<file path="config.mk">
export PLATFORM = sky130hd
export DESIGN_NAME = mmst_top
export DESIGN_NICKNAME = d
export VERILOG_FILES = /design/src/rtl/mmst_bkpt.v /design/src/rtl/mmst_tlb.v /design/src/rtl/mmst_top.v
export VERILOG_INCLUDE_DIRS = /design/src /design/src/rtl
export SDC_FILE = /design/constraint.sdc
export NUM_CORES = 2
export LEC_CHECK = 0
export BUFFER_PORTS_ARGS = -buffer_cell sky130_fd_sc_hd__buf_2
export CAP_MARGIN = 20
export CELL_PAD_IN_SITES_DETAIL_PLACEMENT = 2
export CELL_PAD_IN_SITES_GLOBAL_PLACEMENT = 2
export CORE_ASPECT_RATIO = 1.75
export CORE_MARGIN = 5
export CORE_UTILIZATION = 44
export DETAILED_ROUTE_END_ITERATION = 10
export PLACE_DENSITY_LB_ADDON = 0.15
export SETUP_SLACK_MARGIN = 0.4
export SLEW_MARGIN = 0
export SYNTH_ARGS = -nofsm -noshare
export SYNTH_HDL_FRONTEND = slang
export SYNTH_HIERARCHICAL = 1
export SYNTH_SLANG_ARGS = --single-unit
</file>
<file path="constraint.sdc">
create_clock -name core_clk -period 10.7 [get_ports core_clk]
set_input_delay 1.07 -clock core_clk [delete_from_list [all_inputs] [get_ports core_clk]]
set_output_delay 1.07 -clock core_clk [all_outputs]
set_load 0.02 [all_outputs]
</file>
<file path="src/rtl/mmst_defines.vh">
// Constants for the memory management status register and translation buffer.
// Assumes one synchronous clock domain shared with the host CPU.
`ifndef MMST_DEFINES_VH
`define MMST_DEFINES_VH
// Register select codes on the slave instruction short field
`define MMST_SEL_STATUS 4'hA
`define MMST_SEL_BASE_FIRST 4'hC
`define MMST_SEL_BASE_SECOND 4'hD
`define MMST_SEL_PURGE 4'hF
// Status/control register bit positions
`define MMST_B_TE 0
`define MMST_B_CLR 1
`define MMST_B_BRK 2
`define MMST_F_KIND 5:3
`define MMST_B_ED 6
`define MMST_B_BN 7
`define MMST_F_EST 10:8
`define MMST_B_BD 11
`define MMST_F_BST 14:12
`define MMST_B_TU 16
`define MMST_B_TS 17
`define MMST_B_DS 18
`define MMST_B_AO 19
`define MMST_B_BEN 20
`define MMST_B_UB 21
`define MMST_B_AI 22
// Error kind bit values
`define MMST_KIND_PL 3'h1
`define MMST_KIND_IL1 3'h2
`define MMST_KIND_IL2 3'h4
// CPU status codes (low three bits)
`define MMST_ST_SEQ 3'h0
`define MMST_ST_NSEQ 3'h1
`define MMST_ST_RMW 3'h3
// Fetches needed before breakpoints arm
`define MMST_ARM_FETCHES 2'h2
// Sequencer states
`define MMST_S_IDLE 1'h0
`define MMST_S_WALK 1'h1
`endif

</file>
<file path="src/rtl/mmst_bkpt.v">
// Breakpoint arming and trap qualification.
// Assumes raw address compares arrive from the breakpoint comparators.
`include "mmst_defines.vh"
module mmst_bkpt (
  input wire core_clk, // System clock
  input wire resetn, // Synchronous reset, active low
  input wire status_write, // Status register written
  input wire enable, // Breakpoint enable bit
  input wire user_only, // User-only breakpoint bit
  input wire user_mode, // CPU in user mode
  input wire access_valid, // CPU access this cycle
  input wire [2:0] cpu_status, // Low CPU status bits
  input wire hit_first, // First register compare match
  input wire hit_second, // Second register compare match
  output wire trap, // Breakpoint trap this cycle
  output wire trap_second // Trap came from second register
);
  reg [1:0] fetch_count; // Non-sequential fetches since write
  wire armed;
  wire qualified;

  // Any status write disarms, so a return path cannot false-trigger
  always @(posedge core_clk)
  begin
    if (!resetn)
      fetch_count <= 2'h0;
    else if (status_write)
      fetch_count <= 2'h0;
    else if (access_valid && cpu_status == `MMST_ST_NSEQ && !armed)
      fetch_count <= fetch_count + 2'h1;
  end

  assign armed = enable && fetch_count == `MMST_ARM_FETCHES;
  // Sequential fetch never trips a break directly
  assign qualified = armed && access_valid && cpu_status != `MMST_ST_SEQ
    && (!user_only || user_mode);
  assign trap = qualified && (hit_first || hit_second);
  assign trap_second = hit_second;
endmodule

</file>
<file path="src/rtl/mmst_tlb.v">
// Fully associative translation buffer with true LRU replacement.
// Assumes the caller holds lookup inputs stable through a fill.
module mmst_tlb #(
  parameter ENTRIES = 32,
  parameter AW = 5
) (
  input wire core_clk, // System clock
  input wire resetn, // Synchronous reset, active low
  input wire [14:0] lk_vpn, // Virtual page number looked up
  input wire lk_space, // Space qualifier looked up
  output reg lk_hit, // Tag match found
  output reg [15:0] lk_frame, // Matching translation
  output reg lk_mod, // Matching modified bit
  output reg [1:0] lk_pl, // Matching net protection
  input wire touch, // Mark matching entry most recent
  input wire fill, // Load a new entry
  input wire [15:0] fill_frame, // New translation
  input wire fill_mod, // New modified bit
  input wire [1:0] fill_pl, // New net protection
  input wire purge_one, // Purge entry matching purge tag
  input wire [14:0] purge_vpn, // Purge page number
  input wire purge_space_one, // Purge tag space qualifier
  input wire purge_all, // Purge whole address space
  input wire purge_space // Space for whole purge
);
  localparam [31:0] OLDEST_W = ENTRIES - 1; // Oldest age at full width
  localparam [AW-1:0] OLDEST = OLDEST_W[AW-1:0]; // Cut to the age width
  reg [14:0] tag_vpn [0:ENTRIES-1]; // Page number tags
  reg [ENTRIES-1:0] tag_space; // Space qualifier tags
  reg [ENTRIES-1:0] full; // Entry holds a mapping
  reg [15:0] frame [0:ENTRIES-1]; // Translations
  reg [ENTRIES-1:0] mod; // Modified bits
  reg [1:0] pl [0:ENTRIES-1]; // Net protection levels
  reg [AW-1:0] age [0:ENTRIES-1]; // Zero is most recent
  reg [AW-1:0] hit_idx; // Matching entry
  reg [AW-1:0] victim; // Fill recipient
  reg have_empty; // An empty entry exists
  integer i; // Compare loop index
  integer j; // Storage loop index, kept apart from the compare loop

  // Associative compare across all entries
  always @*
  begin
    lk_hit = 1'b0;
    hit_idx = {AW{1'b0}};
    lk_frame = 16'h0000;
    lk_mod = 1'b0;
    lk_pl = 2'h0;
    victim = {AW{1'b0}};
    have_empty = 1'b0;
    for (i = 0; i < ENTRIES; i = i + 1)
    begin
      if (full[i] && tag_vpn[i] == lk_vpn && tag_space[i] == lk_space)
      begin
        lk_hit = 1'b1;
        hit_idx = i[AW-1:0];
        lk_frame = frame[i];
        lk_mod = mod[i];
        lk_pl = pl[i];
      end
      // Empty slots beat the oldest; saves evicting live mappings
      if (!full[i] && !have_empty)
      begin
        have_empty = 1'b1;
        victim = i[AW-1:0];
      end
      else if (!have_empty && age[i] == OLDEST)
        victim = i[AW-1:0];
    end
    // A modified-bit refill rewrites the matching entry, never a twin
    if (lk_hit)
      victim = hit_idx;
  end

  // Entry storage, purges and age bookkeeping
  always @(posedge core_clk)
  begin
    if (!resetn)
    begin
      full <= {ENTRIES{1'b0}};
      for (j = 0; j < ENTRIES; j = j + 1)
        age[j] <= j[AW-1:0];
    end
    else
    begin
      for (j = 0; j < ENTRIES; j = j + 1)
      begin
        if (purge_all && tag_space[j] == purge_space)
          full[j] <= 1'b0;
        if (purge_one && tag_vpn[j] == purge_vpn && tag_space[j] == purge_space_one)
          full[j] <= 1'b0;
      end
      if (fill)
      begin
        tag_vpn[victim] <= lk_vpn;
        tag_space[victim] <= lk_space;
        frame[victim] <= fill_frame;
        mod[victim] <= fill_mod;
        pl[victim] <= fill_pl;
        full[victim] <= 1'b1;
      end
      // Ages stay a permutation, so exactly one entry is oldest
      if (fill || (touch && lk_hit))
        for (j = 0; j < ENTRIES; j = j + 1)
          if (j[AW-1:0] == (fill ? victim : hit_idx))
            age[j] <= {AW{1'b0}};
          else if (age[j] < age[fill ? victim : hit_idx])
            age[j] <= age[j] + 1'b1;
    end
  end
endmodule

</file>
<file path="src/rtl/mmst_top.v">
// Status/control register, translation sequencing and buffer control.
// Assumes the CPU holds an access until translated or aborted, and an
// external walker returns page table entries for each walk request.
`include "mmst_defines.vh"
module mmst_top (
  input wire core_clk, // System clock, 10 MHz
  input wire resetn, // Synchronous reset, active low
  input wire register_load_instr, // Register load strobe
  input wire register_store_instr, // Register store strobe
  input wire [3:0] reg_sel, // Register short-field code
  input wire [31:0] reg_wdata, // Load data
  output reg [31:0] reg_rdata, // Store data
  input wire va_valid, // Virtual address presented
  input wire [23:0] va, // Virtual address
  input wire user_mode, // CPU user mode
  input wire data_direction_input, // High for write
  input wire [2:0] cpu_status, // Low CPU status bits
  input wire bp_hit_first, // First breakpoint compare
  input wire bp_hit_second, // Second breakpoint compare
  output reg pa_valid, // Physical address ready
  output reg [24:0] pa, // Physical address
  output reg abort_pulse, // Abort to CPU
  output reg int_pulse, // Breakpoint interrupt
  output reg walk_req, // Start page table walk
  output reg [23:0] walk_va, // Address to walk
  output reg walk_space, // Walk uses second base
  input wire walk_done, // Walk entries returned
  input wire walk_l1_valid, // First level valid
  input wire walk_l2_valid, // Second level valid
  input wire [1:0] walk_l1_pl, // First level protection
  input wire [1:0] walk_l2_pl, // Second level protection
  input wire [15:0] walk_frame, // Memory bit and frame
  input wire walk_mod // Second level modified bit
);
  // Control bits
  reg user_xlate_enable;
  reg supervisor_xlate_enable;
  reg dual_mapping_select;
  reg privilege_override;
  reg breakpoint_enable;
  reg user_only_breakpoint;
  reg abort_select;
  // Status fields
  reg xlate_error_flag;
  reg break_flag;
  reg [2:0] xlate_error_kind;
  reg error_direction;
  reg breakpoint_number;
  reg [2:0] error_cpu_status;
  reg break_direction;
  reg [2:0] break_cpu_status;
  reg [23:0] page_table_base_first; // Stored only; walker owns use
  reg [23:0] page_table_base_second;
  reg state;
  reg walk_user; // Mode captured at walk start
  reg walk_write;
  reg [2:0] walk_status;

  wire write_cycle = data_direction_input;
  wire status_write = register_load_instr && reg_sel == `MMST_SEL_STATUS;
  wire clear_status = status_write && reg_wdata[`MMST_B_CLR];
  wire xlate_on = user_mode ? user_xlate_enable : supervisor_xlate_enable;
  wire space_q = dual_mapping_select && user_mode;
  wire [1:0] level_now;
  wire [1:0] level_walk;
  wire tlb_hit;
  wire [15:0] tlb_frame;
  wire tlb_mod;
  wire [1:0] tlb_pl;
  wire bp_trap;
  wire bp_second;
  wire idle_access = state == `MMST_S_IDLE && va_valid;
  wire lk_space = state == `MMST_S_WALK ? walk_space : space_q;
  wire [14:0] lk_vpn = state == `MMST_S_WALK ? walk_va[23:9] : va[23:9];
  wire hit_bad;
  wire hit_ok;
  wire walk_ok;
  wire [2:0] walk_kind;
  wire err_hit;
  wire err_walk;
  wire [1:0] net_pl;

  // Access level: high bit user without override, low bit write or rmw
  function [1:0] access_level;
    input user;
    input wr;
    input [2:0] st;
    input ovr;
    begin
      access_level = {user && !ovr, wr || st == `MMST_ST_RMW};
    end
  endfunction

  // Protection forbids when access level exceeds the entry level
  function pl_forbids;
    input [1:0] lvl;
    input [1:0] ent;
    begin
      pl_forbids = lvl > ent;
    end
  endfunction

  assign level_now = access_level(user_mode, write_cycle, cpu_status, privilege_override);
  assign level_walk = access_level(walk_user, walk_write, walk_status, privilege_override);
  assign hit_bad = pl_forbids(level_now, tlb_pl);
  // Write to an unmodified page must walk so memory gets its M bit
  assign hit_ok = tlb_hit && !hit_bad && !(write_cycle && !tlb_mod);
  assign err_hit = idle_access && xlate_on && tlb_hit && hit_bad;
  assign walk_kind = {!walk_l2_valid, !walk_l1_valid,
    pl_forbids(level_walk, walk_l1_pl) || pl_forbids(level_walk, walk_l2_pl)};
  assign walk_ok = walk_kind == 3'h0;
  assign err_walk = state == `MMST_S_WALK && walk_done && !walk_ok;
  assign net_pl = walk_l1_pl < walk_l2_pl ? walk_l1_pl : walk_l2_pl;

  mmst_tlb #(.ENTRIES(32), .AW(5)) u_tlb (
    .core_clk(core_clk),
    .resetn(resetn),
    .lk_vpn(lk_vpn),
    .lk_space(lk_space),
    .lk_hit(tlb_hit),
    .lk_frame(tlb_frame),
    .lk_mod(tlb_mod),
    .lk_pl(tlb_pl),
    .touch(idle_access && xlate_on),
    .fill(state == `MMST_S_WALK && walk_done && walk_ok),
    .fill_frame(walk_frame),
    .fill_mod(walk_mod || walk_write),
    .fill_pl(net_pl),
    .purge_one(register_load_instr && reg_sel == `MMST_SEL_PURGE),
    .purge_vpn(reg_wdata[23:9]),
    .purge_space_one(reg_wdata[31]),
    .purge_all(register_load_instr && (reg_sel == `MMST_SEL_BASE_FIRST ||
      reg_sel == `MMST_SEL_BASE_SECOND)),
    .purge_space(reg_sel == `MMST_SEL_BASE_SECOND)
  );

  mmst_bkpt u_bkpt (
    .core_clk(core_clk),
    .resetn(resetn),
    .status_write(status_write),
    .enable(breakpoint_enable),
    .user_only(user_only_breakpoint),
    .user_mode(user_mode),
    .access_valid(va_valid),
    .cpu_status(cpu_status),
    .hit_first(bp_hit_first),
    .hit_second(bp_hit_second),
    .trap(bp_trap),
    .trap_second(bp_second)
  );

  // Translation sequencer: echo, hit, or walk
  always @(posedge core_clk)
  begin
    if (!resetn)
    begin
      state <= `MMST_S_IDLE;
      pa_valid <= 1'b0;
      pa <= 25'h0000000;
      walk_req <= 1'b0;
      walk_va <= 24'h000000;
      walk_space <= 1'b0;
      walk_user <= 1'b0;
      walk_write <= 1'b0;
      walk_status <= 3'h0;
    end
    else
    begin
      pa_valid <= 1'b0;
      walk_req <= 1'b0;
      case (state)
        `MMST_S_IDLE:
        begin
          if (va_valid && !xlate_on)
          begin
            pa_valid <= 1'b1;
            pa <= {1'b0, va};
          end
          else if (va_valid && hit_ok)
          begin
            pa_valid <= 1'b1;
            pa <= {tlb_frame, va[8:0]};
          end
          else if (va_valid && !(tlb_hit && hit_bad))
          begin
            // Miss or modified-bit update
            state <= `MMST_S_WALK;
            walk_req <= 1'b1;
            walk_va <= va;
            walk_space <= space_q;
            walk_user <= user_mode;
            walk_write <= write_cycle;
            walk_status <= cpu_status;
          end
        end
        `MMST_S_WALK:
        begin
          if (walk_done)
          begin
            state <= `MMST_S_IDLE;
            pa_valid <= walk_ok;
            pa <= {walk_frame, walk_va[8:0]};
          end
        end
        default:
          state <= `MMST_S_IDLE;
      endcase
    end
  end

  // Abort and interrupt pulses, one cycle each
  always @(posedge core_clk)
  begin
    if (!resetn)
    begin
      abort_pulse <= 1'b0;
      int_pulse <= 1'b0;
    end
    else
    begin
      abort_pulse <= err_hit || err_walk || (bp_trap && abort_select);
      int_pulse <= bp_trap && !abort_select;
    end
  end

  // Control bits; a hardware trap or error clears breakpoint enable, overriding a software set
  always @(posedge core_clk)
  begin
    if (!resetn)
    begin
      user_xlate_enable <= 1'b0;
      supervisor_xlate_enable <= 1'b0;
      dual_mapping_select <= 1'b0;
      privilege_override <= 1'b0;
      breakpoint_enable <= 1'b0;
      user_only_breakpoint <= 1'b0;
      abort_select <= 1'b0;
      page_table_base_first <= 24'h000000;
      page_table_base_second <= 24'h000000;
    end
    else
    begin
      if (status_write)
      begin
        user_xlate_enable <= reg_wdata[`MMST_B_TU];
        supervisor_xlate_enable <= reg_wdata[`MMST_B_TS];
        dual_mapping_select <= reg_wdata[`MMST_B_DS];
        privilege_override <= reg_wdata[`MMST_B_AO];
        breakpoint_enable <= reg_wdata[`MMST_B_BEN];
        user_only_breakpoint <= reg_wdata[`MMST_B_UB];
        abort_select <= reg_wdata[`MMST_B_AI];
      end
      if (bp_trap || err_hit || err_walk)
        breakpoint_enable <= 1'b0;
      if (register_load_instr && reg_sel == `MMST_SEL_BASE_FIRST)
        page_table_base_first <= reg_wdata[23:0];
      if (register_load_instr && reg_sel == `MMST_SEL_BASE_SECOND)
        page_table_base_second <= reg_wdata[23:0];
    end
  end

  // Status fields: clear first, so a same-cycle event still lands
  always @(posedge core_clk)
  begin
    if (!resetn)
    begin
      xlate_error_flag <= 1'b0;
      break_flag <= 1'b0;
      xlate_error_kind <= 3'h0;
      error_direction <= 1'b0;
      breakpoint_number <= 1'b0;
      error_cpu_status <= 3'h0;
      break_direction <= 1'b0;
      break_cpu_status <= 3'h0;
    end
    else
    begin
      if (clear_status)
      begin
        xlate_error_flag <= 1'b0;
        break_flag <= 1'b0;
        xlate_error_kind <= 3'h0;
        error_direction <= 1'b0;
        error_cpu_status <= 3'h0;
        break_direction <= 1'b0;
        break_cpu_status <= 3'h0;
      end
      if (err_hit)
      begin
        xlate_error_flag <= 1'b1;
        xlate_error_kind <= `MMST_KIND_PL;
        error_direction <= !write_cycle;
        error_cpu_status <= cpu_status;
      end
      else if (err_walk)
      begin
        xlate_error_flag <= 1'b1;
        xlate_error_kind <= walk_kind;
        error_direction <= !walk_write;
        error_cpu_status <= walk_status;
      end
      if (bp_trap)
      begin
        break_flag <= 1'b1;
        breakpoint_number <= bp_second;
        break_direction <= !data_direction_input;
        break_cpu_status <= cpu_status;
      end
    end
  end

  // Store path; the clear bit reads as zero
  always @(posedge core_clk)
  begin
    if (!resetn)
      reg_rdata <= 32'h00000000;
    else if (register_store_instr)
    begin
      reg_rdata <= 32'h00000000;
      case (reg_sel)
        `MMST_SEL_STATUS:
        begin
          reg_rdata[`MMST_B_TE] <= xlate_error_flag;
          reg_rdata[`MMST_B_BRK] <= break_flag;
          reg_rdata[`MMST_F_KIND] <= xlate_error_kind;
          reg_rdata[`MMST_B_ED] <= error_direction;
          reg_rdata[`MMST_B_BN] <= breakpoint_number;
          reg_rdata[`MMST_F_EST] <= error_cpu_status;
          reg_rdata[`MMST_B_BD] <= break_direction;
          reg_rdata[`MMST_F_BST] <= break_cpu_status;
          reg_rdata[`MMST_B_TU] <= user_xlate_enable;
          reg_rdata[`MMST_B_TS] <= supervisor_xlate_enable;
          reg_rdata[`MMST_B_DS] <= dual_mapping_select;
          reg_rdata[`MMST_B_AO] <= privilege_override;
          reg_rdata[`MMST_B_BEN] <= breakpoint_enable;
          reg_rdata[`MMST_B_UB] <= user_only_breakpoint;
          reg_rdata[`MMST_B_AI] <= abort_select;
        end
        `MMST_SEL_BASE_FIRST:
          reg_rdata[23:0] <= page_table_base_first;
        `MMST_SEL_BASE_SECOND:
          reg_rdata[23:0] <= page_table_base_second;
        default:
          reg_rdata <= 32'h00000000;
      endcase
    end
  end
endmodule

</file>
======== Word level (Yosys, flattened, before mapping) ========
Memory sizes are Yosys's and may differ from the RTL's.
Cells that the tools add are included.
W data, S select, Z words.
word-level totals
  output and inout port bits .............. 86
  word-level logic and storage cells ...... 1,512
  latch bits .............................. 0
  RAM bits ................................ 1,216
  bits in read-only memories .............. 0
  memories ................................ 4
  register bits ........................... 251
operators by class
  div/mod/pow operators ................... 0
  add/sub/neg operators ................... 33
  magnitude comparators ................... 38
  multiply operators ...................... 0
  reductions and logical operators ........ 355
  multiplexer cells ....................... 747
  bitwise gates (word level) .............. 69
  shift operators ......................... 0
  equality and inequality tests ........... 232
memories
  name           words  width  read ports  clocked after memory_dff  wr ports  RTL line       source
  u_tlb.frame    32     16     32          0                         1         mmst_tlb.v:31  reg [15:0] frame [0:ENTRIES-1];
  u_tlb.tag_vpn  32     15     32          0                         1         mmst_tlb.v:28  reg [14:0] tag_vpn [0:ENTRIES-1];
  u_tlb.age      32     5      33          0                         32        mmst_tlb.v:34  reg [AW-1:0] age [0:ENTRIES-1];
  u_tlb.pl       32     2      32          0                         1         mmst_tlb.v:33  reg [1:0] pl [0:ENTRIES-1];
operators by type and width
  kind                   count
  $eq A15 B15 Y1         64
  $mux W5                143
  $mux W16               32
  $mux W1                503
  $logic_and A1 B1 Y1    255
  $add A5 B1 Y5 const B  32
  $lt A5 B5 Y1           32
  $eq A5 B5 Y1 const B   31
  $eq A1 B1 Y1           96
  $eq A5 B5 Y1 const A   16
  $logic_not A1 Y1       75
  $mux W25               3
  $mux W2                35
  $bwmux W32             2
  $or A1 B1 Y1           64
  $pmux W25 S2           1
  $eq A4 B5 Y1 const A   8
  $pmux W13 S3           1
  $mux W32               1
  $mux W4                8
  $or A32 B32 Y32        1
  $mux W3                9
  $pmux W7 S3            1
  $eq A3 B5 Y1 const A   4
  26 further kinds       57

======== Longest topological paths before layout ========
An unclocked memory read counts as a cell.
  depth after elaboration ................. 104
  depth in mapped cells ................... 33
  mapped depth without buffers ............ 26

======== Modules after synthesis ========
The synthesis kept the hierarchy.
by module, submodules not included
  module     times used  area each (µm²)  cells an instance
  mmst_tlb   1           69,081.3         5,711
  mmst_top   1           7,213.2          819
  mmst_bkpt  1           160.2            18

======== Least setup slack after synthesis ========
OpenSTA, ideal clock, no wires.
  kind .................................... input to register
  start ................................... input port user_mode
  end ..................................... memory u_tlb.age[12][0] (enable)
  library setup time ...................... 0.312 ns
  data arrival time ....................... 9.267 ns
  stages on the path ...................... 25
  slack ................................... 1.121 ns
  buffers on the path ..................... 4
  required time ........................... 10.388 ns
  path through ............................ nand2_1 -> o21ai_0 -> buf_2 -> buf_4 -> xor2_1 -> nor4_1 -> nand4b_1 -> or4b_4 -> a311oi_2 -> o221ai_1 -> a222oi_1 -> a31oi_1 -> and2_1 -> a21o_1 -> clkbuf_1 -> clkbuf_1 -> a222oi_1 -> a221oi_1 -> a21oi_1 -> ha_1 -> nor2b_1 -> a2111oi_0 -> nand2b_1 -> o21ai_1 -> or3_1
RTL lines
  element      RTL line       source
  from (decl)  mmst_top.v:15  input wire user_mode,
  to (decl)    mmst_tlb.v:34

==> impl_results.md <==
- Synth cell count leaders: 1,280 x edfxtp_1, 849 x xnor2_1, 631 x nand2_1, 278 x nand4_1, 274 x xor2_1
- Worst-Margin Slew: 1.17 ns
- Max Clock Skew: 0.0572 ns
- Max-slew headroom: 0.210
- Ranking of synthesized cells by area: edfxtp_1 50%, xnor2_1 9.7%, dfxtp_1 4.9%, ha_1 3.3%, xor2_1 3.1%
- Setup ws final: 0.679 ns
- Post-synth EDFFs: 1,280
- Clk root buf: clkbuf_16
- WHS: 0.465 ns
- Fin crit share: 0.937
- CTS Buffer Depth: 4
- Crit path kind: flop to flop
- CTS tree: done
- DR vias/cell: 6.42
- Crit path largest cell delay: 1.03 ns
- Placed Instance Area: 80,900 um^2
- Sw frac: 0.237
- Comb pwr share: 0.070
- GP Congestion: 0.903
- Cell taking the most area after synthesis: edfxtp_1
- Critical Path Sink Type: flop
- Placed Cells: 8,842
- Flip-flop and latch area: 42,200 um^2
- Area delta synth->final: 12.4%
- Mapped Cells: 6,548
- CP required: 11.13 ns
- CP Buf/Inv Count: 2
- Internal power: 9.58 mW
- Sequential area share after synthesis: 0.552
- Die footprint: 183,000 um^2
- Final wirelength: 311,000 um
- Fillers: 17,100
- Gr usage total: 0.327
- Num rows: 202
- Ports: 182
- Post-Place Setup Slack: 1.02 ns
- Port Buffers: 166
- Crit path DAT: 10.45 ns
- Max Cap Viol: 0
- Top-area cell type share of the netlist area: 0.503
- Final core occ: 0.497
- DIE HEIGHT: 561 um
- Worst setup SP type: flop
- Die width: 325 um
- Status: complete, no violations
- Fin. max-slew vios: 0
- Peak supply drop: 0.162 mV
- Reg power frac: 0.501
- Final instance area: 85,900 um^2
- H-tree levels: 4
- Library cells used by synthesis: 116
- Count leader, synth: edfxtp_1
- Pwr/cell area: 146 nW/um^2
- Clock share of power: 0.429
- RSZ-0062 raised after global routing: no
- DR DRC count: 0
- Vias in the first global route: 65,600
- TNS Setup: 0 ns
- 1st-pass router iterations: 7
- Final net count: 7,060
- Number of buffers created by CTS: 155
- Clk sink count: 1,467
- Via count: 58,600
- Final Non-Filler Cells: 9,124
- Synthesized flop and latch total: 1,467
- Worst Path Max Fanout: 36
- Post-CTS Hold Buffers: 0
- Layout cell share with drive strength beyond 1: 0.121
- Syn avg cell area: 11.7 um^2
- Critical path's slowest cell: dfxtp_2
- Ys flop type: edfxtp_1
- Post-layout total power: 12.6 mW
- First-pass GRT wire length: 445,000 um
- Setup violators final: 0
- Routed WL per cell: 34.1 um
- Hold violation count in the final report: 0
- Clock transition at the registers of the reported paths: 0.07 ns
- Antenna-violating nets left: 0
- Clk_lat worst skew: 0.83 ns
- Fmax: 99.8 MHz
- P_leak: 28.3 nW
- Post_cts resized: 0
- Initial antenna violation count: 5
- P_sw: 2.98 mW
- Hold Path Class: flop to flop
- Setup Fix Bufs, Post-CTS: 0
- Largest net degree at the start of global routing: 81
- Synthesized area: 76,500 um^2
- YS warnings: 6
- Multi-input logic area: 32,600 um^2
- Starting Density: 0.442
- Dpl hpwl: 213,000 um
- Largest delay contributor family on the critical path: simple AND/OR/NAND/NOR gates
- Core area: 173,000 um^2
- Async set or reset register ratio after synthesis: 0
- GRT overflow: 0
- Initial drt markers: 4,283
- Fin crit period: 10.02 ns
## per-layer routing
metal	track usage	vias up	wire (um)
met3	0.0393	1057	13500
met1	0.331	30600	105000
li1	-	24900	-
met2	0.612	2064	164000
met4	0.242	2	28200
met5	0	-	13
## worst reg2reg max path, delay by kind of cell (launching register included)
family | cells | cell delay, ns
adder cells (fa/ha/maj) | 1 | 0.37
AND/OR/NAND/NOR | 9 | 2.90
multiplexers | 2 | 1.72
AO/OA/AOI/OAI | 10 | 2.64
XOR/XNOR | 1 | 0.23
buffers and inverters | 2 | 0.76
flip-flops | 1 | 1.03
## path summary, 6_finish.rpt
kind / end / slack [ns] / startpoint / cells after the start
worst max-delay path: u_tlb/age[30][3]$_SDFFCE_PN1P_ / 0.68 / state$_SDFF_PN0_ / 25
worst max register to register: u_tlb/age[30][3]$_SDFFCE_PN1P_ / 0.68 / state$_SDFF_PN0_ / 25
worst min register to register: page_table_base_first[13]$_SDFFE_PN0P_ / 0.46 / page_table_base_first[13]$_SDFFE_PN0P_ / 2
worst min-delay path: page_table_base_first[13]$_SDFFE_PN0P_ / 0.46 / page_table_base_first[13]$_SDFFE_PN0P_ / 2
## state kept, by name, indices dropped and copies added, names as in the netlist, 2 cells and up
name                    cells
u_tlb/frame               512
u_tlb/tag_vpn             480
u_tlb/age                 160
u_tlb/pl                   64
u_tlb/full                 32
u_tlb/mod                  32
u_tlb/tag_space            32
pa                         25
page_table_base_first      24
page_table_base_second     24
reg_rdata                  24
walk_va                    24
break_cpu_status            3
error_cpu_status            3
walk_status                 3
xlate_error_kind            3
u_bkpt/fetch_count          2
## final cells by class
type | count | share of cell area
timing repair buffer | 429 | 0.0373
multi-input combinational | 4639 | 0.380
inverter | 72 | 0.00315
tap | 2244 | 0.0327
clock inverter | 67 | 0.00684
clock buffer | 202 | 0.0494
sequential | 1467 | 0.491
antenna | 4 | 0.000116
## cell usage in the layout (no fill, tap or decap), types with 162 or more instances in the layout
master,synthesis,final
clkbuf_16,0,162
xor2_1,274,274
buf_4,36,232
nand4_1,278,278
o21ai_0,257,256
a21oi_1,258,257
dfxtp_1,187,186
buf_2,42,165
nand2_1,631,631
nand3_1,235,235
nor2_1,225,187
edfxtp_1,1280,1280
ha_1,200,200
xnor2_1,849,849
## power groups by stage
stage | clock (mW) | combinational, mW | sequential (mW)
final | 5.39 | 0.881 | 6.29
after global routing | 5.72 | 0.920 | 6.29
after CTS | 5.48 | 0.872 | 6.29
after detailed placement | 0 | 0.862 | 6.41
after global placement | 0 | 0.820 | 6.41
after floorplan | 0 | 0.492 | 6.40
## cells by family (layout without fill, tap and decap cells)
group                      Yosys count  in the layout  share of synthesized area
and+or+nand+nor                   2021           2021                      0.139
DFF                               1467           1467                      0.552
AOI/OAI and AO/OA                 1168           1168                      0.103
xor gates and xnor gates          1124           1124                      0.129
buffers and inverters              449            770                     0.0287
adders and majority gates          200            200                     0.0327
muxes                              118            118                     0.0163
other                                1             12                  0.0000490
Power figures use the tool's default switching activity.
